==> src/viak_select.sv <==
// Package of constants for the interrupt acknowledge block, and the source selector.
// Assumes one system clock; the selector is purely combinational.
package viak_pkg;
  // Register byte offsets on the APB
  localparam logic [7:0] VIAK_OFS_REQ   = 8'h00;
  localparam logic [7:0] VIAK_OFS_MASK  = 8'h04;
  localparam logic [7:0] VIAK_OFS_PRIO  = 8'h08;
  localparam logic [7:0] VIAK_OFS_PSW   = 8'h0C;
  localparam logic [7:0] VIAK_OFS_STAT  = 8'h10;
  localparam logic [7:0] VIAK_OFS_VBASE = 8'h14;
  // Status word layout and reset value
  localparam int         VIAK_PSW_IE_BIT  = 7;
  localparam int         VIAK_PSW_ISP_BIT = 1;
  localparam logic [7:0] VIAK_PSW_RESET   = 8'h02;
  // Reset values of the mask and priority flag registers and of the vector base
  localparam logic [31:0] VIAK_MASK_RESET = 32'hFFFFFFFF;
  localparam logic [31:0] VIAK_PRIO_RESET = 32'hFFFFFFFF;
  localparam logic [15:0] VIAK_VBASE_RESET = 16'h0004;
  // Software trap vector locations
  localparam logic [15:0] VIAK_TRAP_VEC_LO = 16'h003E;
  localparam logic [15:0] VIAK_TRAP_VEC_HI = 16'h003F;
  // Least request-to-vector times in CPU clocks, and the longest ones
  localparam int VIAK_LAT_MIN_HI = 7;
  localparam int VIAK_LAT_MIN_LO = 8;
  localparam int VIAK_LAT_MAX_HI = 32;
  localparam int VIAK_LAT_MAX_LO = 33;
  // Cycles from the acceptance decision to the vector pulse (flag set takes one)
  localparam logic [3:0] VIAK_DLY_HI = 4'(VIAK_LAT_MIN_HI - 1);
  localparam logic [3:0] VIAK_DLY_LO = 4'(VIAK_LAT_MIN_LO - 1);

  typedef enum logic [2:0] {
    VIAK_ST_IDLE = 3'b001,
    VIAK_ST_WAIT = 3'b010,
    VIAK_ST_VEC  = 3'b100
  } viak_state_t;
endpackage

`timescale 1ns/10ps
module viak_select
  import viak_pkg::*;
#(
  parameter int NSRC = 32
) (
  // Candidates
  input  wire logic [NSRC-1:0]         elig_i,
  input  wire logic [NSRC-1:0]         prio_i,
  input  wire logic                    allow_low_i,
  // Choice
  output logic                         found_o,
  output logic [$clog2(NSRC)-1:0]      idx_o,
  output logic                         prio_o
);
  localparam int IW = $clog2(NSRC);

  // Lowest index wins: index order is the fixed default order
  function automatic logic [IW:0] first_set(input logic [NSRC-1:0] v);
    logic [IW:0] r;
    r = '0;
    for (int i = NSRC - 1; i >= 0; i--) begin
      if (v[i]) begin
        r = {1'b1, IW'(i)};
      end
    end
    return r;
  endfunction

  logic [IW:0] hi_pick;
  logic [IW:0] lo_pick;

  always_comb begin
    hi_pick = first_set(elig_i & ~prio_i);
    lo_pick = first_set(elig_i & prio_i & {NSRC{allow_low_i}});
    if (hi_pick[IW]) begin                                   // RL7
      found_o = 1'b1;
      idx_o   = hi_pick[IW-1:0];
      prio_o  = 1'b0;
    end else if (lo_pick[IW]) begin                          // RL3
      found_o = 1'b1;
      idx_o   = lo_pick[IW-1:0];
      prio_o  = 1'b1;
    end else begin
      found_o = 1'b0;
      idx_o   = '0;
      prio_o  = 1'b0;
    end
  end
endmodule

==> src/viak_top.sv <==
// Interrupt acceptance and nesting for an 8-bit core, with an APB register slave.
// Assumes the core pipeline on the same clock: it reports instruction ends,
// executes the pushes and the vector load on the acknowledge pulses.
//
// Notes on behaviour
// RL1: A source is eligible only with its request flag 1 and mask 0.
// RL2: Maskable requests are accepted only while the global enable is 1.
// RL3: With in-service status 0, low-priority requests are never accepted.
// RL4: High-priority sources vector between 7 and 32 clocks after request.
// RL5: Low-priority sources vector between 8 and 33 clocks after request.
// RL6: A divide in progress delays acceptance until it finishes.
// RL7: Higher priority level wins, ties go to the fixed default order.
// RL8: An unaccepted request stays pending and is taken once conditions hold.
// RL9: Accept pushes status, then PC, clears enable, copies priority, vectors.
// RL10: A maskable handler ends with the vectored return.
// RL11: The software trap is always taken, whatever enable, mask or priority.
// RL12: Trap pushes status, then PC, clears enable, vectors via 003EH/003FH.
// RL13: Software leaves a trap handler with the trap return only.
// RL14: Nesting needs the handler to set the enable again first.
// RL15: Equal or higher priority nests; lower priority stays pending.
// RL16: After a return, one interrupted instruction runs before a pending request.
// RL17: Status 0 nests only priority 0; status 1 nests any; traps always.
// RL18: Status, enable, return and flag-register accesses defer by one instruction.
// RL19: The trap does not defer, but its cleared enable blocks maskables.
// RL20: Priority flags do not affect how request flags are set.
// RL21: In-service status reads 0 in a high-priority handler, else 1.
// RL22: Priority flag 0 is the higher level, 1 the lower.
// RL23: Reset sets the status word to 02H.
// RL24: Both returns and status pop restore the whole status word.
// RL25: Accepting a source clears its request flag.
//
// Our own choices: the register addresses and the APB interface to the registers.
`timescale 1ns/10ps
module viak_top
  import viak_pkg::*;
#(
  parameter int NSRC = 32
) (
  // Clock and reset
  input  wire logic                    clk_sys_i,
  input  wire logic                    reset_n_i,
  // APB slave
  input  wire logic                    psel_i,
  input  wire logic                    penable_i,
  input  wire logic                    pwrite_i,
  input  wire logic [7:0]              paddr_i,
  input  wire logic [31:0]             pwdata_i,
  output logic [31:0]                  prdata_o,
  output logic                         pready_o,
  output logic                         pslverr_o,
  // Peripheral request pulses
  input  wire logic [NSRC-1:0]         src_event_i,
  // Core instruction reports
  input  wire logic                    instr_done_i,
  input  wire logic                    instr_hold_i,
  input  wire logic                    trap_exec_i,
  input  wire logic                    enable_instr_i,
  input  wire logic                    disable_instr_i,
  input  wire logic                    psw_load_i,
  input  wire logic [7:0]              psw_load_data_i,
  // Acknowledge to the core
  output logic                         ack_o,
  output logic                         ack_trap_o,
  output logic [7:0]                   ack_push_psw_o,
  output logic [15:0]                  ack_vector_o,
  output logic [$clog2(NSRC)-1:0]      ack_src_o,
  output logic [7:0]                   psw_o
);
  localparam int IW = $clog2(NSRC);

  viak_state_t          state_q;
  viak_state_t          state_d;
  logic [NSRC-1:0]      req_q;
  logic [NSRC-1:0]      mask_q;
  logic [NSRC-1:0]      prio_q;
  logic [7:0]           psw_q;
  logic [15:0]          vbase_q;
  logic                 defer_q;
  logic                 defer_arm_q;
  logic [3:0]           dly_q;
  logic [IW-1:0]        sel_idx_q;
  logic                 sel_prio_q;
  logic                 ack_q;
  logic                 ack_trap_q;
  logic [7:0]           ack_push_psw_q;
  logic [15:0]          ack_vector_q;
  logic [IW-1:0]        ack_src_q;

  logic                 wr_en;
  logic                 rd_en;
  logic                 addr_ok;
  logic                 flag_reg_wr;
  logic [NSRC-1:0]      elig;
  logic                 found;
  logic [IW-1:0]        pick_idx;
  logic                 pick_prio;
  logic                 ie;
  logic                 in_service_priority_status;
  logic                 accept;
  logic [NSRC-1:0]      ack_clr;

  assign ie  = psw_q[VIAK_PSW_IE_BIT];
  assign in_service_priority_status = psw_q[VIAK_PSW_ISP_BIT];

  // APB decode; every access completes in its first access cycle
  always_comb begin
    if (paddr_i == VIAK_OFS_REQ) begin
      addr_ok = 1'b1;
    end else if (paddr_i == VIAK_OFS_MASK) begin
      addr_ok = 1'b1;
    end else if (paddr_i == VIAK_OFS_PRIO) begin
      addr_ok = 1'b1;
    end else if (paddr_i == VIAK_OFS_PSW) begin
      addr_ok = 1'b1;
    end else if (paddr_i == VIAK_OFS_STAT) begin
      addr_ok = 1'b1;
    end else if (paddr_i == VIAK_OFS_VBASE) begin
      addr_ok = 1'b1;
    end else begin
      addr_ok = 1'b0;
    end
  end

  assign pready_o  = 1'b1;
  assign pslverr_o = psel_i & penable_i & ~addr_ok;
  assign wr_en     = psel_i & penable_i & pwrite_i & addr_ok;
  assign rd_en     = psel_i & ~penable_i & ~pwrite_i;
  assign flag_reg_wr = wr_en & ((paddr_i == VIAK_OFS_REQ) | (paddr_i == VIAK_OFS_MASK) |
                                (paddr_i == VIAK_OFS_PRIO) | (paddr_i == VIAK_OFS_PSW));

  // Read data captured in the setup cycle, stable through the access cycle
  always_ff @(posedge clk_sys_i or negedge reset_n_i) begin
    if (!reset_n_i) begin
      prdata_o <= 32'h00000000;
    end else if (rd_en) begin
      if (paddr_i == VIAK_OFS_REQ) begin
        prdata_o <= 32'(req_q);
      end else if (paddr_i == VIAK_OFS_MASK) begin
        prdata_o <= 32'(mask_q);
      end else if (paddr_i == VIAK_OFS_PRIO) begin
        prdata_o <= 32'(prio_q);
      end else if (paddr_i == VIAK_OFS_PSW) begin
        prdata_o <= {24'h000000, psw_q};                     // RL21
      end else if (paddr_i == VIAK_OFS_STAT) begin
        prdata_o <= {16'h0000, 8'(ack_src_q), 4'h0, found, defer_q,
                     state_q != VIAK_ST_IDLE, ie & found};
      end else if (paddr_i == VIAK_OFS_VBASE) begin
        prdata_o <= {16'h0000, vbase_q};
      end else begin
        prdata_o <= 32'h00000000;
      end
    end
  end

  // Eligibility and nesting choice
  assign elig = req_q & ~mask_q;                             // RL1

  viak_select #(
    .NSRC (NSRC)
  ) u_select (
    .elig_i      (elig),
    .prio_i      (prio_q),                                   // RL22
    .allow_low_i (in_service_priority_status),                                      // RL17
    .found_o     (found),
    .idx_o       (pick_idx),
    .prio_o      (pick_prio)
  );

  // Decisions are made only at an instruction end, so a long divide simply
  // postpones the next chance to accept
  assign accept = (state_q == VIAK_ST_IDLE) & instr_done_i & ~trap_exec_i & // RL6
                  ie & found & ~defer_q;                     // RL2 RL8 RL15

  // Request flags: peripheral events set, software writes, the vector cycle clears the accepted source
  always_comb begin
    ack_clr = '0;
    if (state_q == VIAK_ST_VEC) begin
      ack_clr[sel_idx_q] = 1'b1;                             // RL25
    end
  end

  always_ff @(posedge clk_sys_i or negedge reset_n_i) begin
    if (!reset_n_i) begin
      req_q <= '0;
    end else if (wr_en && paddr_i == VIAK_OFS_REQ) begin
      req_q <= (pwdata_i[NSRC-1:0] & ~ack_clr) | src_event_i;
    end else begin
      req_q <= (req_q & ~ack_clr) | src_event_i;             // RL20
    end
  end

  always_ff @(posedge clk_sys_i or negedge reset_n_i) begin
    if (!reset_n_i) begin
      mask_q <= VIAK_MASK_RESET[NSRC-1:0];
    end else if (wr_en && paddr_i == VIAK_OFS_MASK) begin
      mask_q <= pwdata_i[NSRC-1:0];
    end
  end

  always_ff @(posedge clk_sys_i or negedge reset_n_i) begin
    if (!reset_n_i) begin
      prio_q <= VIAK_PRIO_RESET[NSRC-1:0];
    end else if (wr_en && paddr_i == VIAK_OFS_PRIO) begin
      prio_q <= pwdata_i[NSRC-1:0];
    end
  end

  always_ff @(posedge clk_sys_i or negedge reset_n_i) begin
    if (!reset_n_i) begin
      vbase_q <= VIAK_VBASE_RESET;
    end else if (wr_en && paddr_i == VIAK_OFS_VBASE) begin
      vbase_q <= pwdata_i[15:0];
    end
  end

  // Status word
  always_ff @(posedge clk_sys_i or negedge reset_n_i) begin
    if (!reset_n_i) begin
      psw_q <= VIAK_PSW_RESET;                               // RL23
    end else if (trap_exec_i) begin
      psw_q[VIAK_PSW_IE_BIT] <= 1'b0;                        // RL12 RL19
    end else if (accept) begin
      psw_q[VIAK_PSW_IE_BIT]  <= 1'b0;                       // RL9 RL14
      psw_q[VIAK_PSW_ISP_BIT] <= pick_prio;                  // RL9
    end else if (psw_load_i) begin
      psw_q <= psw_load_data_i;                              // RL24
    end else if (enable_instr_i) begin
      psw_q[VIAK_PSW_IE_BIT] <= 1'b1;                        // RL14
    end else if (disable_instr_i) begin
      psw_q[VIAK_PSW_IE_BIT] <= 1'b0;
    end else if (wr_en && paddr_i == VIAK_OFS_PSW) begin
      psw_q <= pwdata_i[7:0];
    end
  end

  // Deferral: a hold-class instruction (returns included) or a flag-register
  // write blocks acceptance at the end of the following instruction
  always_ff @(posedge clk_sys_i or negedge reset_n_i) begin
    if (!reset_n_i) begin
      defer_arm_q <= 1'b0;
      defer_q     <= 1'b0;
    end else begin
      if (instr_done_i) begin
        defer_q     <= (instr_hold_i & ~trap_exec_i) | defer_arm_q | flag_reg_wr; // RL18 RL19
        defer_arm_q <= 1'b0;
      end else if (flag_reg_wr) begin
        defer_arm_q <= 1'b1;                                 // RL18
      end
      if (instr_done_i && defer_q && !instr_hold_i) begin
        defer_q <= defer_arm_q | flag_reg_wr;                // RL16
      end
    end
  end

  // Vectoring sequencer
  always_comb begin
    state_d = state_q;
    case (state_q)
      VIAK_ST_IDLE: begin
        if (accept) begin
          state_d = VIAK_ST_WAIT;
        end
      end
      VIAK_ST_WAIT: begin
        if (dly_q == 4'h1) begin
          state_d = VIAK_ST_VEC;
        end
      end
      VIAK_ST_VEC: begin
        state_d = VIAK_ST_IDLE;
      end
      default: begin
        state_d = VIAK_ST_IDLE;
      end
    endcase
  end

  always_ff @(posedge clk_sys_i or negedge reset_n_i) begin
    if (!reset_n_i) begin
      state_q <= VIAK_ST_IDLE;
    end else begin
      state_q <= state_d;
    end
  end

  always_ff @(posedge clk_sys_i or negedge reset_n_i) begin
    if (!reset_n_i) begin
      dly_q      <= 4'h0;
      sel_idx_q  <= '0;
      sel_prio_q <= 1'b0;
    end else if (accept) begin
      dly_q      <= pick_prio ? VIAK_DLY_LO - 4'h1 : VIAK_DLY_HI - 4'h1; // RL4 RL5
      sel_idx_q  <= pick_idx;                                // RL7
      sel_prio_q <= pick_prio;
    end else if (state_q == VIAK_ST_WAIT) begin
      dly_q <= dly_q - 4'h1;
    end
  end

  // Acknowledge outputs: pushed status word, vector and source
  always_ff @(posedge clk_sys_i or negedge reset_n_i) begin
    if (!reset_n_i) begin
      ack_q          <= 1'b0;
      ack_trap_q     <= 1'b0;
      ack_push_psw_q <= 8'h00;
      ack_vector_q   <= 16'h0000;
      ack_src_q      <= '0;
    end else begin
      ack_q      <= 1'b0;
      ack_trap_q <= 1'b0;
      if (trap_exec_i) begin
        ack_trap_q     <= 1'b1;                              // RL11
        ack_push_psw_q <= psw_q;                             // RL12
        ack_vector_q   <= VIAK_TRAP_VEC_LO;                  // RL12
      end else if (accept) begin
        ack_push_psw_q <= psw_q;                             // RL9
      end else if (state_d == VIAK_ST_VEC) begin
        ack_q        <= 1'b1;                                // RL9
        ack_src_q    <= sel_idx_q;
        ack_vector_q <= vbase_q + {15'(sel_idx_q), 1'b0};
      end
    end
  end

  assign ack_o          = ack_q;
  assign ack_trap_o     = ack_trap_q;
  assign ack_push_psw_o = ack_push_psw_q;
  assign ack_vector_o   = ack_vector_q;
  assign ack_src_o      = ack_src_q;
  assign psw_o          = psw_q;
endmodule

==> config.mk <==
export PLATFORM = sky130hd
export DESIGN_NAME = viak_top
export DESIGN_NICKNAME = d
export VERILOG_FILES = /design/src/viak_select.sv /design/src/viak_top.sv
export SDC_FILE = /design/constraint.sdc
export NUM_CORES = 1
export LEC_CHECK = 0
export BUFFER_PORTS_ARGS = -buffer_cell sky130_fd_sc_hd__buf_4
export CAP_MARGIN = 20
export CORE_MARGIN = 4
export CORE_UTILIZATION = 54
export CTS_BUF_LIST = sky130_fd_sc_hd__clkbuf_8
export DETAILED_ROUTE_END_ITERATION = 8
export GPL_TIMING_DRIVEN = 0
export PLACE_DENSITY = 0.76
export SETUP_SLACK_MARGIN = 0.1
export SYNTH_ARGS = -nofsm -noshare
export SYNTH_HDL_FRONTEND = slang
export SYNTH_SLANG_ARGS = --single-unit
==> constraint.sdc <==
create_clock -name clk_sys_i -period 6.4 [get_ports clk_sys_i]
set_input_delay 1.28 -clock clk_sys_i [delete_from_list [all_inputs] [get_ports clk_sys_i]]
set_output_delay 1.28 -clock clk_sys_i [all_outputs]
set_load 0.02 [all_outputs]
# Word level (Yosys, flattened, before mapping)
# Index checks and enable logic that the tools add are counted.
[classes]
n_reduce_logical = 22
n_bitwise = 37
n_eq_ne = 16
mux = 113
n_lt_le_gt_ge = 2
add_sub_neg = 2
[ops]
columns = ["operator", "n"]
rows = [
  ["6-bit two-way mux", 64],
  ["32-bit bitwise AND", 6],
  ["32-bit two-way mux", 5],
  ["16-bit two-way mux", 6],
  ["32-bit NOT", 3],
  ["32-bit OR", 2],
  ["8-bit two-way mux", 4],
  ["1-bit two-way mux", 23],
  ["16-bit by 6-bit adder with 16-bit output", 1],
  ["8-bit by 4-bit == test with 1-bit output (second input constant)", 2],
  ["8-bit by 5-bit == test with 1-bit output (second input constant)", 2],
  ["1-bit bitwise AND", 14],
  ["7-bit two-way mux", 2],
  ["2-bit nonzero test", 6],
  ["5-bit two-way mux", 2],
  ["3-bit by 1-bit != test with 1-bit output (second input constant)", 3],
  ["8-bit by 3-bit == test with 1-bit output (second input constant)", 1],
  ["1-bit logical AND", 8],
  ["8-bit logical NOT", 1],
  ["4-bit two-way mux", 2],
  ["3-bit == test (second input constant)", 2],
  ["5-bit by 6-bit less-than comparator with 1-bit output (second input constant)", 1],
  ["3-bit two-way mux", 2],
  ["1-bit NOT", 6],
  ["18 further kinds", 24],
]
[totals]
in_bits = 91
elab_cells = 210
reg_bits = 197
output_inout_bits = 73

# Logic depth before layout (Yosys ltp)
# Gate-level depths: netlist of run 1.
[depth]
depth_word = 46
ltp_mapped = 11
ltp_nobuf = 10

# Cells and area by module
# Synthesis of run 1 repeated with hierarchy kept, for this count alone.
[hier_totals]
hier_cells = 1133
hier_area_um2 = 11163.2
[by_module_without_submodules]
columns = ["module", "area_each_um2", "cells_per_inst", "n_inst", "seq_area_each_um2"]
rows = [
  ["viak_top", 9839.4, 927, 1, 5013.6],
  ["viak_select", 1323.8, 206, 1, 0.0],
]

# Worst setup path after synthesis of run 1
# Ideal clock, no wire load.
[synth_path]
path_type = "input to output"
start = "in paddr_i[7]"
end = "out pslverr_o"
n_path_buf = 1
stages = 4
t_required_ns = 5.120
setup_slack_ns = 2.285
arrival_time_ns = 2.835
path_cell_list = "or4_1 > nor3b_1 > clkbuf_1 > nor3_1"
[synth_via]
elab_chain_cells = 9
word_cells_on_any_way = 14
cone_classes = "eq/ne: 5; mux: 6; bitwise: 2; reduce/logical: 1"
[synth_rtl]
columns = ["item", "line", "text"]
rows = [
  ["start: declaration", "viak_top.sv:46", "input wire logic [7:0] paddr_i,"],
  ["8-bit by 5-bit == test with 1-bit output", "viak_top.sv:117", "end else if (paddr_i == VIAK_OFS_VBASE) begin"],
  ["1-bit two-way mux", "viak_top.sv:117", ""],
  ["1-bit two-way mux", "viak_top.sv:115", "end else if (paddr_i == VIAK_OFS_STAT) begin"],
  ["1-bit two-way mux", "viak_top.sv:113", "end else if (paddr_i == VIAK_OFS_PSW) begin"],
  ["1-bit two-way mux", "viak_top.sv:111", "end else if (paddr_i == VIAK_OFS_PRIO) begin"],
  ["1-bit two-way mux", "viak_top.sv:109", "end else if (paddr_i == VIAK_OFS_MASK) begin"],
  ["1-bit two-way mux *", "viak_top.sv:107", "if (paddr_i == VIAK_OFS_REQ) begin"],
  ["1-bit NOT *", "viak_top.sv:125", "assign pslverr_o = psel_i & penable_i & ~addr_ok;"],
  ["1-bit bitwise AND *", "viak_top.sv:125", ""],
  ["end: declaration", "viak_top.sv:50", "output logic pslverr_o,"],
]
# Every way passes the cells marked *; elsewhere a longest branch is shown, timed or not.

# Worst setup path after layout of run 1
# Same ends and word-level chain as after synthesis.

==> results of run 1 <==
==> through the flow <==
stage | hold slack, ns | utilization, %
global placement | 0.466 | 63.0
floorplan | 0.450 | -
detailed placement | 0.475 | 63.2
global route | 0.514 | 65.0
finish | 0.498 | 65.0
CTS | 0.498 | 65.0
==> area by class of cell <==
class	count	area, sq um	area share [%]
timing repair buffer	162	1240	9.74
clock inverter	15	121	0.953
clock buffer	17	234	1.84
sequential	197	5010	39.4
multi-input combinational	775	5500	43.2
inverter	13	51.3	0.403
tap	265	332	2.60
buffer	52	244	1.92
==> state kept, by name (all words and copies together), names as in the netlist, 3 cells and up <==
| register | count |
|---|---|
| prdata_o | 32 |
| prio_q | 32 |
| ack_vector_o | 16 |
| sel_idx_q | 5 |
| vbase_q | 16 |
| state_q | 3 |
| req_q | 32 |
| ack_push_psw_o | 8 |
| ack_src_o | 5 |
| dly_q | 4 |
| psw_o | 8 |
| mask_q | 32 |
==> kinds of logic (layout without fill, tap and decap cells) <==
logic type	count (synthesis)	in the layout	share of synthesized area (%)
and+or+nand+nor	366	366	18.6
other	1	1	0.0347
AOI/OAI and AO/OA	221	221	13.8
buffers and inverters	65	259	2.73
adders and majority gates	8	8	0.995
muxes	163	163	16.1
DFF	197	197	46.4
xor gates and xnor gates	16	16	1.30
==> layout by cell type, fill, tap and decap left out, types with 10 or more instances in the layout <==
| cell type | Yosys | final |
|---|---|---|
| sky130_fd_sc_hd__nor3b_1 | 27 | 27 |
| sky130_fd_sc_hd__a22o_1 | 11 | 11 |
| sky130_fd_sc_hd__a221oi_1 | 13 | 13 |
| sky130_fd_sc_hd__or3b_2 | 11 | 11 |
| sky130_fd_sc_hd__clkbuf_1 | 33 | 33 |
| sky130_fd_sc_hd__nor2_1 | 104 | 104 |
| sky130_fd_sc_hd__nor3_1 | 14 | 14 |
| sky130_fd_sc_hd__dfrtp_1 | 130 | 130 |
| sky130_fd_sc_hd__nor4_1 | 13 | 13 |
| sky130_fd_sc_hd__o21bai_1 | 34 | 34 |
| sky130_fd_sc_hd__buf_2 | 9 | 10 |
| sky130_fd_sc_hd__xor2_1 | 10 | 10 |
| sky130_fd_sc_hd__nand2_1 | 83 | 83 |
| sky130_fd_sc_hd__clkbuf_8 | 0 | 17 |
| sky130_fd_sc_hd__inv_1 | 12 | 13 |
| sky130_fd_sc_hd__mux2i_1 | 72 | 72 |
| sky130_fd_sc_hd__a31oi_1 | 11 | 11 |
| sky130_fd_sc_hd__nand2b_1 | 12 | 12 |
| sky130_fd_sc_hd__o31ai_1 | 17 | 17 |
| sky130_fd_sc_hd__and4b_1 | 15 | 15 |
| sky130_fd_sc_hd__nand4b_1 | 26 | 26 |
| sky130_fd_sc_hd__mux2_2 | 82 | 82 |
| sky130_fd_sc_hd__buf_4 | 2 | 161 |
| sky130_fd_sc_hd__dfstp_2 | 67 | 67 |
| sky130_fd_sc_hd__o21ai_0 | 32 | 32 |
| sky130_fd_sc_hd__a21oi_1 | 48 | 48 |
| sky130_fd_sc_hd__nand3_1 | 14 | 14 |
==> cell usage after synthesis, types with 12 or more instances <==
library cell / n / area (sq um)
sky130_fd_sc_hd__inv_1: 12 / 45.0
sky130_fd_sc_hd__o21ai_0: 32 / 160
sky130_fd_sc_hd__o31ai_1: 17 / 128
sky130_fd_sc_hd__dfstp_2: 67 / 1760
sky130_fd_sc_hd__nand4b_1: 26 / 228
sky130_fd_sc_hd__nor2_1: 104 / 390
sky130_fd_sc_hd__nor3_1: 14 / 70.1
sky130_fd_sc_hd__clkbuf_1: 33 / 124
sky130_fd_sc_hd__nand2b_1: 12 / 75.1
sky130_fd_sc_hd__nand3_1: 14 / 70.1
sky130_fd_sc_hd__mux2i_1: 72 / 721
sky130_fd_sc_hd__nor3b_1: 27 / 203
sky130_fd_sc_hd__a21oi_1: 48 / 240
sky130_fd_sc_hd__dfrtp_1: 130 / 3250
sky130_fd_sc_hd__and4b_1: 15 / 150
sky130_fd_sc_hd__a221oi_1: 13 / 114
sky130_fd_sc_hd__nor4_1: 13 / 81.3
sky130_fd_sc_hd__o21bai_1: 34 / 255
sky130_fd_sc_hd__mux2_2: 82 / 923
sky130_fd_sc_hd__nand2_1: 83 / 312
==> path summary, 6_finish.rpt <==
kind | to | depth (start not counted) | slack [ns] | startpoint
setup / recovery | pslverr_o | 6 | 1.54 | paddr_i[7]
hold / removal | prdata_o[23] | 2 | 0.50 | prdata_o[23]
setup reg to reg | sel_idx_q[0] | 9 | 2.78 | psw_o[1]
hold reg to reg | prdata_o[23] | 2 | 0.50 | prdata_o[23]
max in group asynchronous | vbase_q[3] | 2 | 4.63 | reset_n_i
min in group asynchronous | psw_o[2] | 1 | 0.74 | reset_n_i
==> per-layer routing <==
| layer | up-vias | share of wire (%) | GRT usage (%) |
|---|---|---|---|
| li1 | 4191 | - | - |
| met1 | 4575 | 43 | 40.2 |
| met2 | 403 | 48 | 48.2 |
| met3 | 49 | 7.0 | 3.69 |
| met4 | 0 | 2.1 | 8.38 |
| met5 | - | 0 | 0 |
==> critical path, cell delays in order <==
cell	delay, ns
sky130_fd_sc_hd__buf_4	0.10
sky130_fd_sc_hd__or4_1	0.61
sky130_fd_sc_hd__nor3b_1	0.77
sky130_fd_sc_hd__clkbuf_1	0.48
sky130_fd_sc_hd__nor3_1	0.14
sky130_fd_sc_hd__buf_4	0.19
==> power breakdown <==
group	internal (W)	leakage (nW)	switching [W]	total, W
registers	0.00130	2.23	0.0000464	0.00134
clock network	0.000279	0.176	0.000490	0.000769
logic	0.000156	3.16	0.000222	0.000377
total	0.00173	5.56	0.000758	0.00249
==> metrics, run 1 <==
Clock Sinks=197; overall overflow remaining after global route=0; number of rows created at floorplan=51; Total Neg Setup Slack=0 ns; starting density of the core=between 50% and 60%; area of the placeable core=19600 sq um; IR drop worst, VDD=0.120 mV; type of element capturing the critical path=output port; number of buffers inserted during clock tree synthesis=17; Layout Skew=roughly 0.014 ns; number of top-level pins=164; total leakage power=5.56 nW; depth of the CTS H-tree=4; count of mapped cells out of synthesis=1037; diodes inserted=0; residual DRC count=0; filler cell count=1655; Yosys cell types=67; count of warnings emitted by yosys=0; final instance area=about 13000 sq um; number of maximum-capacitance constraint violations=0; number of routed nets with antenna violations=0; proportion of synthesized chip area in sequential cells=46.4%; power density over the cells=196 nW/um^2; final wirelength=32500 microns; netlist area before placement=10800 sq um; post-layout min period=4.86 ns; achievable clock frequency=206 MHz; Routed WL per cell=21.7 microns; Die Y=149 microns; root buf cell=sky130_fd_sc_hd__clkbuf_8; sum of net half-perimeters after detailed placement=roughly 24000 microns; area of the die=22300 sq um; pin slew with the least headroom to its limit=between 0.9 and 1 ns; required time at the endpoint of the critical path=5.12 ns; clock latency at the later pin of the worst-skew pair=just under 0.5 ns; result of the run=completed; final number of setup-violating endpoints=0; Avg Cell Area, Syn=10.4 sq um; final hold vios=0; GRT Util Overall=29.0%; width of the die=about 150 microns; wire length of the first global-routing pass=49600 microns; HP Class=flip-flop to flip-flop; setup ws final=1.54 ns; clock transition time at the flip-flop clock pins of the worst setup and hold paths=0.11 ns; number of flops mapped to enable cells by yosys=0; Main synth FF type=sky130_fd_sc_hd__dfrtp_1; Crit Path Category=primary input to output port; post-layout total power=0.00249 W; final worst-path cycle share=75.9%; Via-to-Cell Ratio=6.16; buffers inserted during post-CTS setup optimization=0; max-slew violation count=0; number of non-filler instances in the completed layout=1496; clock tree from TritonCTS=yes; CP Max Fanout=10; placed cell count=about 1500; maximum number of pins on one net before global-route repair=roughly 120; relative area change from synthesis to final layout=17.8%; I/O Buffers=160; ys async rst share=100%; worst endpoint data arrival time=approximately 3.6 ns; hold bufs inserted after CTS=0; Final GP Congestion=0.971; worst setup slack after placement=1.63 ns; setup repair after global routing missed its margin=no; total of flip-flops plus latches after synthesis=197; Worst slew margin=34.1%; Synth Net Count=1136; startpoint type of the worst setup path=primary input; number of instances resized during post-cts repair=0; number of antenna violations at the first check in global routing=0; via count=9218; instance area after placement=12400 sq um; number of buffers on the longest clock path=2; via count of the first global-routing pass=a little under 9000; 1st-pass router iterations=5; First DRT Iteration DRCs=692; proportion of layout cells with a drive suffix above 1=30.8%; Total Nets Final=around 1300
Note: power is estimated with default switching activity, not from simulation.
==> inputs of run 2 (changes only) <==
--- a/config.mk
+++ b/config.mk
@@ -12,7 +12,7 @@
 export CTS_BUF_LIST = sky130_fd_sc_hd__clkbuf_8
 export DETAILED_ROUTE_END_ITERATION = 8
 export GPL_TIMING_DRIVEN = 0
-export PLACE_DENSITY = 0.76
+export PLACE_DENSITY = 0.79
 export SETUP_SLACK_MARGIN = 0.1
 export SYNTH_ARGS = -nofsm -noshare
 export SYNTH_HDL_FRONTEND = slang
==> constraint.sdc (replaced) <==
create_clock -name clk_sys_i -period 4.31 [get_ports clk_sys_i]
set_input_delay 0.862 -clock clk_sys_i [delete_from_list [all_inputs] [get_ports clk_sys_i]]
set_output_delay 0.862 -clock clk_sys_i [all_outputs]
set_load 0.02 [all_outputs]
==> run 2 against run 1 <==
Effect of this change: die area unchanged; combinational power rose by 49%; first-iteration DRC count up 14%; via count rose by 0.85%.
==> metrics, run 2 (synthesis gave the netlist of run 1 again) <==
root buf cell=sky130_fd_sc_hd__clkbuf_8; number of antenna violations at the first check in global routing=0 (unchanged); depth of the CTS H-tree=4 (unchanged); type of element capturing the critical path=output port; number of rows created at floorplan=51 (unchanged); Final GP Congestion=0.954 (-1.8%); Clock Sinks=197 (unchanged); number of routed nets with antenna violations=0 (unchanged); clock latency at the later pin of the worst-skew pair=0.49 ns (about the same); Most Frequent Cell on Critical Path=sky130_fd_sc_hd__buf_4; setup repair after global routing missed its margin=no; clock transition time at the flip-flop clock pins of the worst setup and hold paths=0.11 ns (about the same); final hold vios=0 (unchanged); pin slew with the least headroom to its limit=1.10 ns (+0.123 ns); Worst slew margin=25.9% (-8.2 points); wire length of the first global-routing pass=50300 microns (+1.4%); via count of the first global-routing pass=9212 (+4.9%); cells along the critical path=buf_4, or4_1, nor3b_1, clkbuf_1, nor3_1, buf_4; residual DRC count=0 (unchanged); diodes inserted=0 (unchanged); final worst-path cycle share=91.9%; delay contributed by the slowest stage of the critical path=0.73 ns (-0.04 ns); power density over the cells=296 nW/um^2 (+51%); startpoint type of the worst setup path=primary input; result of the run=completed; worst endpoint data arrival time=3.10 ns (-0.48 ns); buffers inserted during post-CTS setup optimization=0 (unchanged); number of instances resized during post-cts repair=0 (unchanged); overall overflow remaining after global route=0 (unchanged); clock tree from TritonCTS=yes; final number of setup-violating endpoints=0 (unchanged); sum of net half-perimeters after detailed placement=24300 microns (+0.98%); hold bufs inserted after CTS=0 (unchanged); gate family responsible for the most delay along the worst path=simple AND/OR/NAND/NOR gates; Die Y=149 microns (unchanged); CP Max Fanout=10 (unchanged); width of the die=149 microns (unchanged); I/O Buffers=160 (unchanged); Total Neg Setup Slack=0 ns (unchanged); cell depth of the worst setup path=6 (unchanged); post-layout min period=3.96 ns; number of maximum-capacitance constraint violations=0 (unchanged); starting density of the core=55.2% (unchanged); Register-to-Register Path Depth=9 (unchanged); number of buffers on the longest clock path=2 (unchanged); area of the placeable core=19600 sq um (unchanged); final wirelength=32600 microns (+0.11%); Via-to-Cell Ratio=6.21 (+0.85%); maximum number of pins on one net before global-route repair=117 (-3.3%); most used cells in the layout excluding fill and tap cells=161 x sky130_fd_sc_hd__buf_4, 130 x sky130_fd_sc_hd__dfrtp_1, 104 x sky130_fd_sc_hd__nor2_1, 83 x sky130_fd_sc_hd__nand2_1, 82 x sky130_fd_sc_hd__mux2_2; Layout Skew=0.00948 ns (-0.00502 ns); area of the die=22300 sq um (unchanged); IR drop worst, VDD=0.198 mV (+64%); placed cell count=1464 (unchanged); number of top-level pins=164 (unchanged); via count=9296 (+0.85%); Routed WL per cell=21.8 microns (+0.11%); GRT Util Overall=29.3% (+0.29 points); max-slew violation count=0 (unchanged); Crit Path Category=primary input to output port; achievable clock frequency=253 MHz; relative area change from synthesis to final layout=18.2%; filler cell count=1613 (-2.5%); required time at the endpoint of the critical path=3.45 ns (-1.67 ns); proportion of layout cells with a drive suffix above 1=30.9% (+0.081 points); WP buf/inv=3 (unchanged); HP Class=primary input to async pin; 1st-pass router iterations=6 (+1); most common cell after layout, fill and taps aside=sky130_fd_sc_hd__buf_4; number of buffers inserted during clock tree synthesis=17 (unchanged); number of non-filler instances in the completed layout=1496 (unchanged); First DRT Iteration DRCs=792 (+14%); Total Nets Final=1317 (unchanged); slowest cell on the critical path=sky130_fd_sc_hd__nor3b_1; total leakage power=5.59 nW (+0.39%)
run 2: metal layers:
metal  wire [microns]  up-vias  share of wire [%]  GRT usage (%)
li1                 -     4190                  -              -
met5                0        -                  0              0
met1            13300     4597                 41           38.9
met2            15400      428                 47           47.5
met4             1200        0                3.7           12.3
met3             2710       81                8.3           5.51
run 2: final cells by class:
| type | count | area (sq um) | share of cell area [%] |
|---|---|---|---|
| sequential | 197 | 5010 | 39.2 |
| inverter | 13 | 51.3 | 0.402 |
| tap | 265 | 332 | 2.60 |
| clock buffer | 18 | 248 | 1.94 |
| multi-input combinational | 775 | 5500 | 43.1 |
| buffer | 52 | 244 | 1.91 |
| timing repair buffer | 162 | 1240 | 9.72 |
| clock inverter | 14 | 144 | 1.13 |
run 2: worst paths after layout:
| kind | startpoint | slack (ns) | end |
|---|---|---|---|
| max | paddr_i[7] | 0.35 | pslverr_o |
| min | reset_n_i | 0.32 | ack_push_psw_o[3] |
| max reg2reg | psw_o[1] | 0.63 | sel_idx_q[0] |
| min reg2reg | prdata_o[17] | 0.49 | prdata_o[17] |
| max in group asynchronous | reset_n_i | 2.99 | req_q[17] |
| min in group clk_sys_i | prdata_o[17] | 0.49 | prdata_o[17] |
run 2: where the power goes:
group          internal (W)  total (W)  switching [W]
sequential          0.00193    0.00200      0.0000696
combinational      0.000231   0.000560       0.000329
clock              0.000490    0.00122       0.000728
run 2: through the flow:
stage | util, % | power, W | hold slack, ns | instance area [sq um] | setup WS (ns)
after global routing | 65.2 | 0.00391 | 0.353 | 12800 | 0.251
after detailed placement | 63.2 | 0.00259 | 0.469 | 12400 | 0.302
after floorplan | - | 0.00228 | 0.450 | 10800 | 1.03
final | 65.2 | 0.00378 | 0.316 | 12800 | 0.351
after CTS | 65.2 | 0.00378 | 0.343 | 12800 | 0.350
after global placement | 63.0 | 0.00257 | 0.467 | 12300 | 0.333
